### src/lscr_map.svh
// Purpose: Offsets, fields, reset values and timing for the linked repeater
// Assumes: 32-bit APB, byte-wide channel streams
// Notes: Included by the repeater and tb_top
`ifndef LSCR_MAP_SVH
`define LSCR_MAP_SVH
`define LSCR_CFG_OFF 12'h000
`define LSCR_HDR_OFF 12'h004
`define LSCR_GATE_OFF 12'h008
`define LSCR_STAT_OFF 12'h00c
`define LSCR_P1_LSB 0
`define LSCR_R1_BIT 4
`define LSCR_P2_LSB 8
`define LSCR_R2_BIT 12
`define LSCR_STN_LSB 16
`define LSCR_ATT_BIT 24
`define LSCR_CSIDE_BIT 25
`define LSCR_AREF_BIT 26
`define LSCR_OVR_LSB 1
`define LSCR_CFG_RST 32'h0000_0000
`define LSCR_HDR_RST 8'h00
`define LSCR_GATE_RST 16'h0000
`define LSCR_P_LINK 4'h8
`define LSCR_P_NP 4'h6
`define LSCR_P_BI 4'h7
`define LSCR_P_F2 4'h2
`define LSCR_P_F5 4'h5
`define LSCR_HL_F134 4'hd
`define LSCR_HL_F2 4'hf
`define LSCR_HL_F5 4'ha
`define LSCR_ENQ 8'h05
`define LSCR_STX 8'h02
`define LSCR_ACK 8'h06
`define LSCR_NAK 8'h15
`define LSCR_DLE 8'h10
`define LSCR_CLK_NS 10
`define LSCR_GAP_NS 20000
`define LSCR_GAP_CYC (`LSCR_GAP_NS / `LSCR_CLK_NS)
`endif

### src/lscr_pkg.sv
// Purpose: Types for the linked repeater
// Assumes: Nothing
// Notes: Constants live in lscr_map.svh
package lscr_pkg;
    typedef enum logic [3:0] {
        E_IDLE, E_HOLD, E_HDR, E_SST, E_SSTN, E_CHK, E_LSTN, E_LOCAL, E_FWD
    } lscr_eng_e;
    typedef enum logic [1:0] {R_IDLE, R_HDR, R_BYTE} lscr_rsp_e;
endpackage

### src/lscr_repeater.sv
// Purpose: Linked two-channel serial repeater with routing header handling
// Assumes: Byte streams from/to the channel UARTs on pclk
// Notes: Message end is an idle gap on the source channel
//
// Design decisions made here: register access over APB and the register offsets.
`include "lscr_map.svh"

// Function
// Software links: first code 8 with role bit clear, second role set, code 0-6.
// Both channels share framing; rate matches attached equipment.
// No linking without equipment, with bidirectional, predefined or modem use.
// Linked channels both run the second channel's protocol.
// Every received character is repeated on the opposite channel.
// In non-procedure mode stations arbitrate received data themselves.
// Execute a command only when its station byte equals ours.
// Command frames to other stations carry a routing header.
// Computer-side station prepends header to commands for other stations.
// Computer-side station strips header from responses of other stations.
// Header still sent in many-to-many arrangements.
// Addressed station responds with header on the arrival channel.
// ASCII header precedes start code; 13 chars, 15 for format 2.
// Binary format 5 header is 10 bytes before DLE.
// Character time in linked mode equals the gate-off time.
// Non-procedure or bidirectional reception raises a host interrupt.
// First channel uses interrupt number 0, second number 1.
// Host maps both interrupts to consecutive vectors 50 to 255.
// Auto-refresh copies status words to host storage unasked.
// Station number is 0 to 31.
// Forwarding keeps order and starts per character.
module lscr_repeater #(
    parameter int GAP_CYC = `LSCR_GAP_CYC
) (
    // Clock and reset
    input wire logic pclk,
    input wire logic presetn,
    // APB slave
    input wire logic psel,
    input wire logic penable,
    input wire logic pwrite,
    input wire logic [11:0] paddr,
    input wire logic [31:0] pwdata,
    output logic [31:0] prdata,
    output logic pready,
    output logic pslverr,
    // Channel streams, bit/byte 0 is first_channel
    input wire logic [1:0] rx_valid,
    input wire logic [15:0] rx_data,
    output logic [1:0] tx_valid,
    output logic [15:0] tx_data,
    input wire logic [1:0] tx_ready,
    // Receive interrupts
    output logic [1:0] rx_irq,
    // Local command executor
    output logic cmd_valid,
    output logic [7:0] cmd_data,
    input wire logic resp_valid,
    input wire logic [7:0] resp_data,
    output logic resp_ready,
    // Auto-refresh
    output logic aref_valid,
    output logic [31:0] aref_data
);
    import lscr_pkg::*;

    function automatic logic is_start(input logic [3:0] p, input logic [7:0] b);
        if (p == `LSCR_P_F5)
            return b == `LSCR_DLE;
        return b == `LSCR_ENQ || b == `LSCR_STX || b == `LSCR_ACK || b == `LSCR_NAK;
    endfunction

    function automatic logic [3:0] hdr_len(input logic [3:0] p);
        if (p == `LSCR_P_F2)
            return `LSCR_HL_F2;
        if (p == `LSCR_P_F5)
            return `LSCR_HL_F5;
        return `LSCR_HL_F134;
    endfunction

    logic [31:0] cfg_ff, nxt_cfg;
    logic [7:0] hdr_ff, nxt_hdr;
    logic [15:0] gate_ff, nxt_gate;
    logic [1:0] ovr_ff, nxt_ovr;
    logic rch_ff, nxt_rch;
    logic [15:0] last_ff, nxt_last;
    logic [31:0] prdata_ff, nxt_prdata;
    logic pready_ff, nxt_pready, pslverr_ff, nxt_pslverr;
    logic [1:0] irq_ff, nxt_irq;
    logic cmdv_ff, nxt_cmdv;
    logic [7:0] cmdd_ff, nxt_cmdd;
    logic arefv_ff, nxt_arefv;
    logic [31:0] arefd_ff, nxt_arefd;
    lscr_rsp_e rst_ff, nxt_rst;
    logic [7:0] rb_ff, nxt_rb;
    logic [3:0] rcnt_ff, nxt_rcnt;
    logic rrdy_ff, nxt_rrdy;

    wire [1:0] emit_v, loc_v, eovr, sovr, free, enter;
    wire [15:0] emit_b, loc_b;
    logic [3:0] p1, p2;
    logic [4:0] stn;
    logic linked, att, cside, hit, rv, rfree, rneed;
    logic [7:0] rbo;
    logic [31:0] stat_w, rd_w;
    wire [7:0] rx0_b = rx_data[7:0];

    always_comb begin
        p1 = cfg_ff[`LSCR_P1_LSB +: 4];
        p2 = cfg_ff[`LSCR_P2_LSB +: 4];
        // five-bit station
        stn = cfg_ff[`LSCR_STN_LSB +: 5];
        att = cfg_ff[`LSCR_ATT_BIT];
        cside = cfg_ff[`LSCR_CSIDE_BIT];
        // linked decode
        linked = p1 == `LSCR_P_LINK && !cfg_ff[`LSCR_R1_BIT] && cfg_ff[`LSCR_R2_BIT]
            && p2 <= `LSCR_P_NP;
        stat_w = {8'h00, last_ff, 4'h0, rch_ff, ovr_ff, linked};
    end

    // One engine per source channel, repeating onto the other channel
    for (genvar s = 0; s < 2; s++) begin : eng
        lscr_eng_e st_ff, nst;
        logic [7:0] hold_ff, nhold, stn_ff, nstn, eb, lb;
        logic [3:0] cnt_ff, ncnt, eff;
        logic [11:0] gap_ff, ngap;
        logic ftoo_ff, nftoo, ev, lv, ov, cmdp, ins, strip, tmo, own, st;
        wire rxv = rx_valid[s];
        wire [7:0] rxb = rx_data[s*8 +: 8];
        always_comb begin
            // linked channels follow the second protocol
            eff = (linked || s == 1) ? p2 : p1;
            cmdp = eff >= 4'h1 && eff <= `LSCR_P_F5;
            ins = cmdp && att && cside == 1'(s);
            strip = cmdp && att && cside != 1'(s);
            st = is_start(eff, rxb);
            own = rxb == {3'h0, stn};
            tmo = gap_ff == 12'(GAP_CYC);
            nst = st_ff;
            nhold = hold_ff;
            nstn = stn_ff;
            ncnt = cnt_ff;
            nftoo = ftoo_ff;
            ngap = rxv ? 12'h000 : (tmo ? gap_ff : gap_ff + 12'h001);
            ev = 1'b0;
            eb = rxb;
            lv = 1'b0;
            lb = rxb;
            ov = 1'b0;
            unique case (st_ff)
                E_IDLE: if (rxv && linked) begin
                    // repeat each character at once
                    if (!cmdp)
                        ev = 1'b1;
                    else if (st) begin
                        nhold = rxb;
                        // hold start code until destination known
                        if (ins)
                            nst = E_HOLD;
                        else begin
                            ev = 1'b1;
                            nst = strip ? E_FWD : E_CHK;
                        end
                    end else begin
                        // drop header ahead of a response start code
                        ev = !strip;
                    end
                end
                E_HOLD: if (rxv) begin
                    nstn = rxb;
                    ncnt = 4'h0;
                    nftoo = 1'b0;
                    // own station is executed, not forwarded
                    lv = own;
                    lb = hold_ff;
                    nst = own ? E_LSTN : E_HDR;
                end
                E_HDR: begin
                    ov = rxv;
                    // header bytes go out before the start code
                    if (free[1-s]) begin
                        ev = 1'b1;
                        eb = hdr_ff;
                        ncnt = cnt_ff + 4'h1;
                        // header length by format
                        // binary header length
                        if (cnt_ff == hdr_len(eff) - 4'h1)
                            nst = E_SST;
                    end
                end
                E_SST: begin
                    ov = rxv;
                    if (free[1-s]) begin
                        ev = 1'b1;
                        eb = hold_ff;
                        nst = E_SSTN;
                    end
                end
                E_SSTN: begin
                    ov = rxv;
                    if (free[1-s]) begin
                        ev = 1'b1;
                        eb = stn_ff;
                        nst = E_FWD;
                    end
                end
                E_CHK: if (rxv) begin
                    ev = 1'b1;
                    nstn = rxb;
                    nftoo = 1'b1;
                    // relay also executes its own commands
                    lv = own;
                    lb = hold_ff;
                    nst = own ? E_LSTN : E_FWD;
                end
                E_LSTN: begin
                    ov = rxv;
                    lv = 1'b1;
                    lb = stn_ff;
                    nst = E_LOCAL;
                end
                E_LOCAL: if (rxv) begin
                    lv = 1'b1;
                    ev = ftoo_ff;
                end
                E_FWD: if (rxv)
                    ev = 1'b1;
            endcase
            if (!linked || (tmo && (st_ff == E_FWD || st_ff == E_LOCAL
                    || st_ff == E_CHK || st_ff == E_HOLD)))
                nst = E_IDLE;
        end
        always_ff @(posedge pclk or negedge presetn) begin
            if (!presetn) begin
                st_ff <= E_IDLE;
                hold_ff <= 8'h00;
                stn_ff <= 8'h00;
                cnt_ff <= 4'h0;
                gap_ff <= 12'h000;
                ftoo_ff <= 1'b0;
            end else begin
                st_ff <= nst;
                hold_ff <= nhold;
                stn_ff <= nstn;
                cnt_ff <= ncnt;
                gap_ff <= ngap;
                ftoo_ff <= nftoo;
            end
        end
        assign emit_v[s] = ev;
        assign emit_b[s*8 +: 8] = eb;
        assign loc_v[s] = lv;
        assign loc_b[s*8 +: 8] = lb;
        assign eovr[s] = ov;
        assign enter[s] = nst == E_LSTN && st_ff != E_LSTN;
    end

    // One transmit slot per channel with gate-off spacing
    for (genvar d = 0; d < 2; d++) begin : slot
        logic txv_ff, ntxv;
        logic [7:0] txb_ff, ntxb;
        logic [15:0] g_ff, ng;
        logic so;
        always_comb begin
            ntxv = txv_ff;
            ntxb = txb_ff;
            so = 1'b0;
            ng = (g_ff != 16'h0000) ? g_ff - 16'h0001 : 16'h0000;
            // hold off one character time after each send
            if (txv_ff && tx_ready[d]) begin
                ntxv = 1'b0;
                ng = gate_ff;
            end
            // one character per cycle, in arrival order
            if (emit_v[1-d]) begin
                so = !free[d];
                if (free[d]) begin
                    ntxv = 1'b1;
                    ntxb = emit_b[(1-d)*8 +: 8];
                end
            end else if (rv && rch_ff == 1'(d)) begin
                ntxv = 1'b1;
                ntxb = rbo;
            end
        end
        always_ff @(posedge pclk or negedge presetn) begin
            if (!presetn) begin
                txv_ff <= 1'b0;
                txb_ff <= 8'h00;
                g_ff <= 16'h0000;
            end else begin
                txv_ff <= ntxv;
                txb_ff <= ntxb;
                g_ff <= ng;
            end
        end
        assign free[d] = !txv_ff && g_ff == 16'h0000;
        assign sovr[d] = so;
        assign tx_valid[d] = txv_ff;
        assign tx_data[d*8 +: 8] = txb_ff;
    end

    // Local response path
    always_comb begin
        rfree = free[rch_ff] && !emit_v[!rch_ff];
        // header goes out unless the computer itself is the receiver
        rneed = linked && p2 >= 4'h1 && p2 <= `LSCR_P_F5 && !(att && cside == rch_ff);
        nxt_rst = rst_ff;
        nxt_rb = rb_ff;
        nxt_rcnt = rcnt_ff;
        nxt_rrdy = rrdy_ff;
        rv = 1'b0;
        rbo = rb_ff;
        unique case (rst_ff)
            R_IDLE: begin
                nxt_rrdy = 1'b1;
                if (resp_valid && rrdy_ff) begin
                    nxt_rb = resp_data;
                    nxt_rrdy = 1'b0;
                    nxt_rcnt = 4'h0;
                    // header ahead of each response start code
                    nxt_rst = (rneed && is_start(p2, resp_data)) ? R_HDR : R_BYTE;
                end
            end
            R_HDR: if (rfree) begin
                rv = 1'b1;
                rbo = hdr_ff;
                nxt_rcnt = rcnt_ff + 4'h1;
                if (rcnt_ff == hdr_len(p2) - 4'h1)
                    nxt_rst = R_BYTE;
            end
            R_BYTE: if (rfree) begin
                rv = 1'b1;
                nxt_rst = R_IDLE;
                nxt_rrdy = 1'b1;
            end
        endcase
    end

    // Register file, status, interrupts, executor and auto-refresh
    always_comb begin
        hit = 1'b1;
        unique case (paddr)
            `LSCR_CFG_OFF: rd_w = cfg_ff;
            `LSCR_HDR_OFF: rd_w = {24'h000000, hdr_ff};
            `LSCR_GATE_OFF: rd_w = {16'h0000, gate_ff};
            `LSCR_STAT_OFF: rd_w = stat_w;
            default: begin
                rd_w = 32'h0000_0000;
                hit = 1'b0;
            end
        endcase
        nxt_pready = psel && !penable;
        nxt_prdata = nxt_pready ? rd_w : prdata_ff;
        nxt_pslverr = nxt_pready && !hit;
        nxt_cfg = cfg_ff;
        nxt_hdr = hdr_ff;
        nxt_gate = gate_ff;
        nxt_ovr = ovr_ff;
        if (psel && penable && pready_ff && pwrite && hit) begin
            if (paddr == `LSCR_CFG_OFF)
                nxt_cfg = pwdata;
            if (paddr == `LSCR_HDR_OFF)
                nxt_hdr = pwdata[7:0];
            if (paddr == `LSCR_GATE_OFF)
                nxt_gate = pwdata[15:0];
            if (paddr == `LSCR_STAT_OFF)
                nxt_ovr = ovr_ff & ~pwdata[`LSCR_OVR_LSB +: 2];
        end
        // New overruns win over a clear in the same cycle
        nxt_ovr = nxt_ovr | eovr | sovr | {1'b0, &loc_v};
        nxt_rch = enter[0] ? 1'b0 : (enter[1] ? 1'b1 : rch_ff);
        nxt_last = last_ff;
        for (int i = 0; i < 2; i++) begin
            if (rx_valid[i])
                nxt_last[i*8 +: 8] = rx_data[i*8 +: 8];
            // reception interrupt for non-procedure or bidirectional
            // one interrupt line per channel
            nxt_irq[i] = rx_valid[i] && (((linked || i == 1) ? p2 : p1) == `LSCR_P_NP
                || ((linked || i == 1) ? p2 : p1) == `LSCR_P_BI);
        end
        nxt_cmdv = |loc_v;
        nxt_cmdd = loc_v[0] ? loc_b[7:0] : loc_b[15:8];
        // push status to host storage whenever it changes
        nxt_arefv = cfg_ff[`LSCR_AREF_BIT] && stat_w != arefd_ff;
        nxt_arefd = nxt_arefv ? stat_w : arefd_ff;
    end

    always_ff @(posedge pclk or negedge presetn) begin
        if (!presetn) begin
            cfg_ff <= `LSCR_CFG_RST;
            hdr_ff <= `LSCR_HDR_RST;
            gate_ff <= `LSCR_GATE_RST;
            ovr_ff <= 2'h0;
            rch_ff <= 1'b0;
            last_ff <= 16'h0000;
            prdata_ff <= 32'h0000_0000;
            pready_ff <= 1'b0;
            pslverr_ff <= 1'b0;
            irq_ff <= 2'h0;
            cmdv_ff <= 1'b0;
            cmdd_ff <= 8'h00;
            arefv_ff <= 1'b0;
            arefd_ff <= 32'h0000_0000;
            rst_ff <= R_IDLE;
            rb_ff <= 8'h00;
            rcnt_ff <= 4'h0;
            rrdy_ff <= 1'b0;
        end else begin
            cfg_ff <= nxt_cfg;
            hdr_ff <= nxt_hdr;
            gate_ff <= nxt_gate;
            ovr_ff <= nxt_ovr;
            rch_ff <= nxt_rch;
            last_ff <= nxt_last;
            prdata_ff <= nxt_prdata;
            pready_ff <= nxt_pready;
            pslverr_ff <= nxt_pslverr;
            irq_ff <= nxt_irq;
            cmdv_ff <= nxt_cmdv;
            cmdd_ff <= nxt_cmdd;
            arefv_ff <= nxt_arefv;
            arefd_ff <= nxt_arefd;
            rst_ff <= nxt_rst;
            rb_ff <= nxt_rb;
            rcnt_ff <= nxt_rcnt;
            rrdy_ff <= nxt_rrdy;
        end
    end

    assign prdata = prdata_ff;
    assign pready = pready_ff;
    assign pslverr = pslverr_ff;
    assign rx_irq = irq_ff;
    assign cmd_valid = cmdv_ff;
    assign cmd_data = cmdd_ff;
    assign resp_ready = rrdy_ff;
    assign aref_valid = arefv_ff;
    assign aref_data = arefd_ff;

    AST_FWD_NP: assert property (@(posedge pclk) disable iff (!presetn)
        linked && p2 == `LSCR_P_NP && rx_valid[0] && free[1]
        |=> tx_valid[1] && tx_data[15:8] == $past(rx0_b))
        else $error("character not repeated");
    AST_IRQ: assert property (@(posedge pclk) disable iff (!presetn)
        rx_valid[1] && p2 == `LSCR_P_NP |=> rx_irq[1])
        else $error("missing receive interrupt");
    AST_NO_IRQ: assert property (@(posedge pclk) disable iff (!presetn)
        !rx_valid[0] |=> !rx_irq[0])
        else $error("spurious receive interrupt");
    AST_GATE: assert property (@(posedge pclk) disable iff (!presetn)
        tx_valid[1] && tx_ready[1] && gate_ff > 16'h0001 |=> !tx_valid[1] [*2])
        else $error("gate-off time violated");
    AST_STRIP: assert property (@(posedge pclk) disable iff (!presetn)
        eng[1].st_ff == E_IDLE && eng[1].strip && linked && rx_valid[1]
        && !eng[1].st && !tx_valid[0] && !(rv && !rch_ff) |=> !tx_valid[0])
        else $error("header not stripped");
    AST_HDR_BYTE: assert property (@(posedge pclk) disable iff (!presetn)
        eng[0].st_ff == E_HDR && free[1] |=> tx_valid[1] && tx_data[15:8] == hdr_ff)
        else $error("header byte wrong");
    AST_LOCAL: assert property (@(posedge pclk) disable iff (!presetn)
        eng[0].st_ff == E_HOLD && rx_valid[0] && eng[0].own
        |=> cmd_valid && cmd_data == $past(eng[0].hold_ff) ##1 cmd_valid)
        else $error("own command not delivered");
    AST_RESP_HDR: assert property (@(posedge pclk) disable iff (!presetn)
        rst_ff == R_IDLE && resp_valid && resp_ready && rneed && is_start(p2, resp_data)
        |=> rst_ff == R_HDR && !resp_ready)
        else $error("response header skipped");
endmodule

### config.mk
export PLATFORM = sky130hd
export DESIGN_NAME = lscr_repeater
export DESIGN_NICKNAME = d
export VERILOG_FILES = /design/src/lscr_pkg.sv /design/src/lscr_repeater.sv
export VERILOG_INCLUDE_DIRS = /design/src
export SDC_FILE = /design/constraint.sdc
export NUM_CORES = 1
export LEC_CHECK = 0
export ABC_AREA = 1
export BUFFER_PORTS_ARGS = -buffer_cell sky130_fd_sc_hd__buf_2
export CELL_PAD_IN_SITES_DETAIL_PLACEMENT = 0
export CELL_PAD_IN_SITES_GLOBAL_PLACEMENT = 1
export CORE_UTILIZATION = 30
export DETAILED_ROUTE_END_ITERATION = 16
export PLACE_DENSITY_LB_ADDON = 0.1
export SLEW_MARGIN = 20
export SYNTH_ARGS = -nofsm -noshare
export SYNTH_HDL_FRONTEND = slang
export SYNTH_SLANG_ARGS = --single-unit
### constraint.sdc
create_clock -name pclk -period 4.19 [get_ports pclk]
set_input_delay 0.419 -clock pclk [delete_from_list [all_inputs] [get_ports pclk]]
set_output_delay 0.419 -clock pclk [all_outputs]
set_load 0.02 [all_outputs]
==> metrics.txt <==
status=finished clean; final setup vio count=0; Comb pwr share=40.2%; die area=49,800 µm²; Synth Instances=1,835; clock sinks=280; IO Count=175; Die Wd=223 µm; slowest stage delay, CP=0.66 ns; max cap viols=0; CP delay by family, top=simple AND/OR/NAND/NOR gates; drt first-iter violations=985; GR peak layer=met2; critical path class=reg2reg; total number of vias=13,000; XOR/XNOR share of the synthesized area=2.93%; met3 Use GR=2.91%; crit path launch type=flip-flop; Syn Area/Cell=7.99 µm²; YS warnings=0; total power=10.8 mW; core area=47,900 µm²; largest net degree at the start of global routing=98; minimum clock period after layout=3.19 ns; Post-DP HPWL=40,600 µm; Max Buffers Root-to-Sink=3; Via density=4.91; main combinational cell family by area after synthesis=simple AND/OR/NAND/NOR gates; critical path depth=17; M1 GR Usage=30.2%; mapped cell area=14,700 µm²; Max Slew Vio Count=0; post-synthesis compound-gate area fraction=15.5%; Synth Area in Adders=1.02%; GR Util All Layers=21.8%; Int Pwr=6.46 mW; vias in the first global route=13,000; clock root buffer=clkbuf_16; sequential power share=29.6%; Final Hold Fails=0; CP dominant cell by count=nand2_1; Post-CTS Resized=0; worst r2r dst=slot[0].txb_ff[0]; crit path from=slot[1].g_ff[0]; ratio of cells with drive above 1 in the final layout=15.3%; R2R setup slack=1.00 ns; worst reg2reg startpoint=slot[1].g_ff[0]; simple-gate share of the synthesized area=22.4%; DRT Pass-1 Iters=5; crit-path max FO=11; # fillers=5,067; Seq/Total Area, Yosys=47.8%; RePlAce Congestion=0.886; post-synthesis register bit count=280; Worst EP required=4.61 ns; first-pass GRT wire length=81,500 µm; LEAKAGE=8.68 nW; # DRC=0; initial antenna violation count=0; crit path capture=slot[0].txb_ff[0]; PortBufs=162; ANT nets after route=0; Hold Path Class=in2reg; Cell variety after synth=58; Rows=80; final net count=2,098; sw power=4.33 mW; Worst R2R Path Depth=17; CTS tree=done; die height=223 µm; Slew @ Worst Pin=1.03 ns; switch share=40.1%; Clk network pwr share=30.1%; relative slew slack=31.5%; VDD IR-drop max=0.523 mV; pwr dens=618 nW/µm²; critical-path cell list=inv_1, ha_1, nand2_1, nor3_2, nand3_1, nor2_1, inv_1, nor3_1, nand2_1, nand2_1, nand2_4, inv_4, nand3_4, nand2_8, inv_8, nand2_2, nand2_1; final period utilization=76.1%; Total Wirelength=53,400 µm; most frequent cells in the layout=414 x nand2_1, 280 x dfrtp_1, 254 x inv_1; Max Clk Rate=314 MHz; most common cell after layout, fill and taps aside=nand2_1; Clock Latency Late Sink=0.56 ns; CTS buffer count=37; CP endpoint kind=flip-flop; routed len/inst=20.2 µm; RSZ-0062 raised after global routing=no; slowest cell on the critical path=nor3_1; Area Overhead vs Synth=19.0%; Worst Skew=0.0252 ns; Final TNS setup=0 ns; placed cell count=2,583; H-tree levels=2; grt ovf=0; Initial Utilization=30.6%; GR Util met2=35.4%; Buf/Inv on CP=4; Worst-path clk slew=0.06 ns; Layout Cells excl Fill=2,651; Ant. Diodes=0; multiplexer share of the synthesized area=1.14%; critical path arrival=3.61 ns
[worst min-delay path by stage]
| stage | startpoint | to | slack, ns | depth (start not counted) |
|---|---|---|---|---|
| finish | pwdata[28] | cfg_ff[28] | 0.08 | 3 |
| global route | pwdata[28] | cfg_ff[28] | 0.07 | 3 |
| global placement | eng[0].hold_ff[7] | eng[0].hold_ff[7] | 0.45 | 2 |
| floorplan | presetn | aref_data[0] | 0.12 | 0 |
| detailed placement | eng[0].hold_ff[3] | eng[0].hold_ff[3] | 0.45 | 2 |
| CTS | pwdata[28] | cfg_ff[28] | 0.05 | 3 |
[timing repair]
| action | in CTS | in global routing |
|---|---|---|
| hold endpoints to repair | 93 | 0 |
| hold buffers | 1 | 0 |
| buffers inserted | 0 | 0 |
[power groups by stage]
stage	clock, mW	combinational [mW]	sequential, mW
3_3_place_gp	0	4.31	3.24
5_1_grt	3.45	4.82	3.22
3_5_place_dp	0	4.33	3.24
2_1_floorplan	0	3.10	3.28
6_report	3.25	4.34	3.19
4_1_cts	3.35	4.36	3.20
[per-layer routing]
| metal | vias up | share of wire, % |
|---|---|---|
| li1 | 6354 | - |
| met1 | 6318 | 47 |
| met2 | 299 | 47 |
| met3 | 58 | 4.0 |
| met4 | 0 | 2.4 |
| met5 | - | 0 |
[flip-flops by register name (all words and copies together), names as in the netlist, 16 cells and up]
signal,cells
eng.gap_ff,24
eng.hold_ff,16
prdata,32
last_ff,16
slot.txb_ff,16
cfg_ff,32
aref_data,20
slot.g_ff,32
eng.stn_ff,16
gate_ff,16
[cell families (layout without fill, tap and decap cells)]
kind of cell | count (synthesis) | count (layout)
muxes | 15 | 15
xor gates and xnor gates | 49 | 49
adders and majority gates | 12 | 12
other | 1 | 12
buffers and inverters | 334 | 524
and+or+nand+nor | 749 | 749
AOI/OAI and AO/OA | 395 | 395
DFF | 280 | 280
[cells in the mapped netlist, drive strengths merged]
library cell  number  area share, %
a211oi             6           0.31
a21oi             61            2.1
a22o              14           0.84
a31o               3           0.18
a31oi              9           0.38
a41oi              1          0.060
and3               1          0.043
buf               22            1.1
clkbuf            46            1.2
clkinv             6           0.15
conb               1          0.026
dfrtp            280             48
ha                12            1.0
inv              260            6.7
mux2              13            1.0
mux2i              2           0.14
nand2            436             12
nand3             71            2.7
nand3b             2           0.10
nand4             31            1.3
nor2             154            4.1
nor3              32            1.2
nor3b              2           0.10
nor4              15           0.74
o2111ai            6           0.36
o211ai             4           0.30
o21a               3           0.15
o21ai            206            7.1
o221ai             8           0.48
o22ai             60            2.6
o31a               1          0.060
o31ai              9           0.46
o32ai              4           0.24
or2                4           0.17
or4                1          0.051
xnor2             16           0.96
xor2              33            2.0
[metrics by stage]
stage	hold slack (ns)	setup slack [ns]	util [%]	instance area, µm²
after floorplan	0.123	1.86	-	14700
after global routing	0.0744	0.719	36.4	17400
after global placement	0.451	1.04	33.8	16200
final	0.0806	1.00	36.4	17400
after detailed placement	0.453	1.00	33.8	16200
after CTS	0.0463	0.952	36.4	17400
[worst reg2reg max path, stage by stage, from the launching register on]
cell and delay [ns]:
dfrtp_1 0.37, inv_1 0.07, ha_1 0.19, nand2_1 0.12, nor3_2 0.17, nand3_1 0.09, nor2_1 0.15, inv_1 0.07
nor3_1 0.66, nand2_1 0.12, nand2_1 0.41, nand2_4 0.14, inv_4 0.09, nand3_4 0.08, nand2_8 0.13, inv_8 0.07
nand2_2 0.05, nand2_1 0.06
[cell type report]
| class | count | area (µm²) | area share [%] |
|---|---|---|---|
| sequential | 280 | 7010 | 40.2 |
| multi-input combinational | 1232 | 6360 | 36.5 |
| clock buffer | 56 | 1100 | 6.31 |
| timing repair buffer | 191 | 1070 | 6.11 |
| inverter | 266 | 1010 | 5.78 |
| tap | 615 | 769 | 4.41 |
| clock inverter | 11 | 134 | 0.768 |
Power figures use the tool's default switching activity.
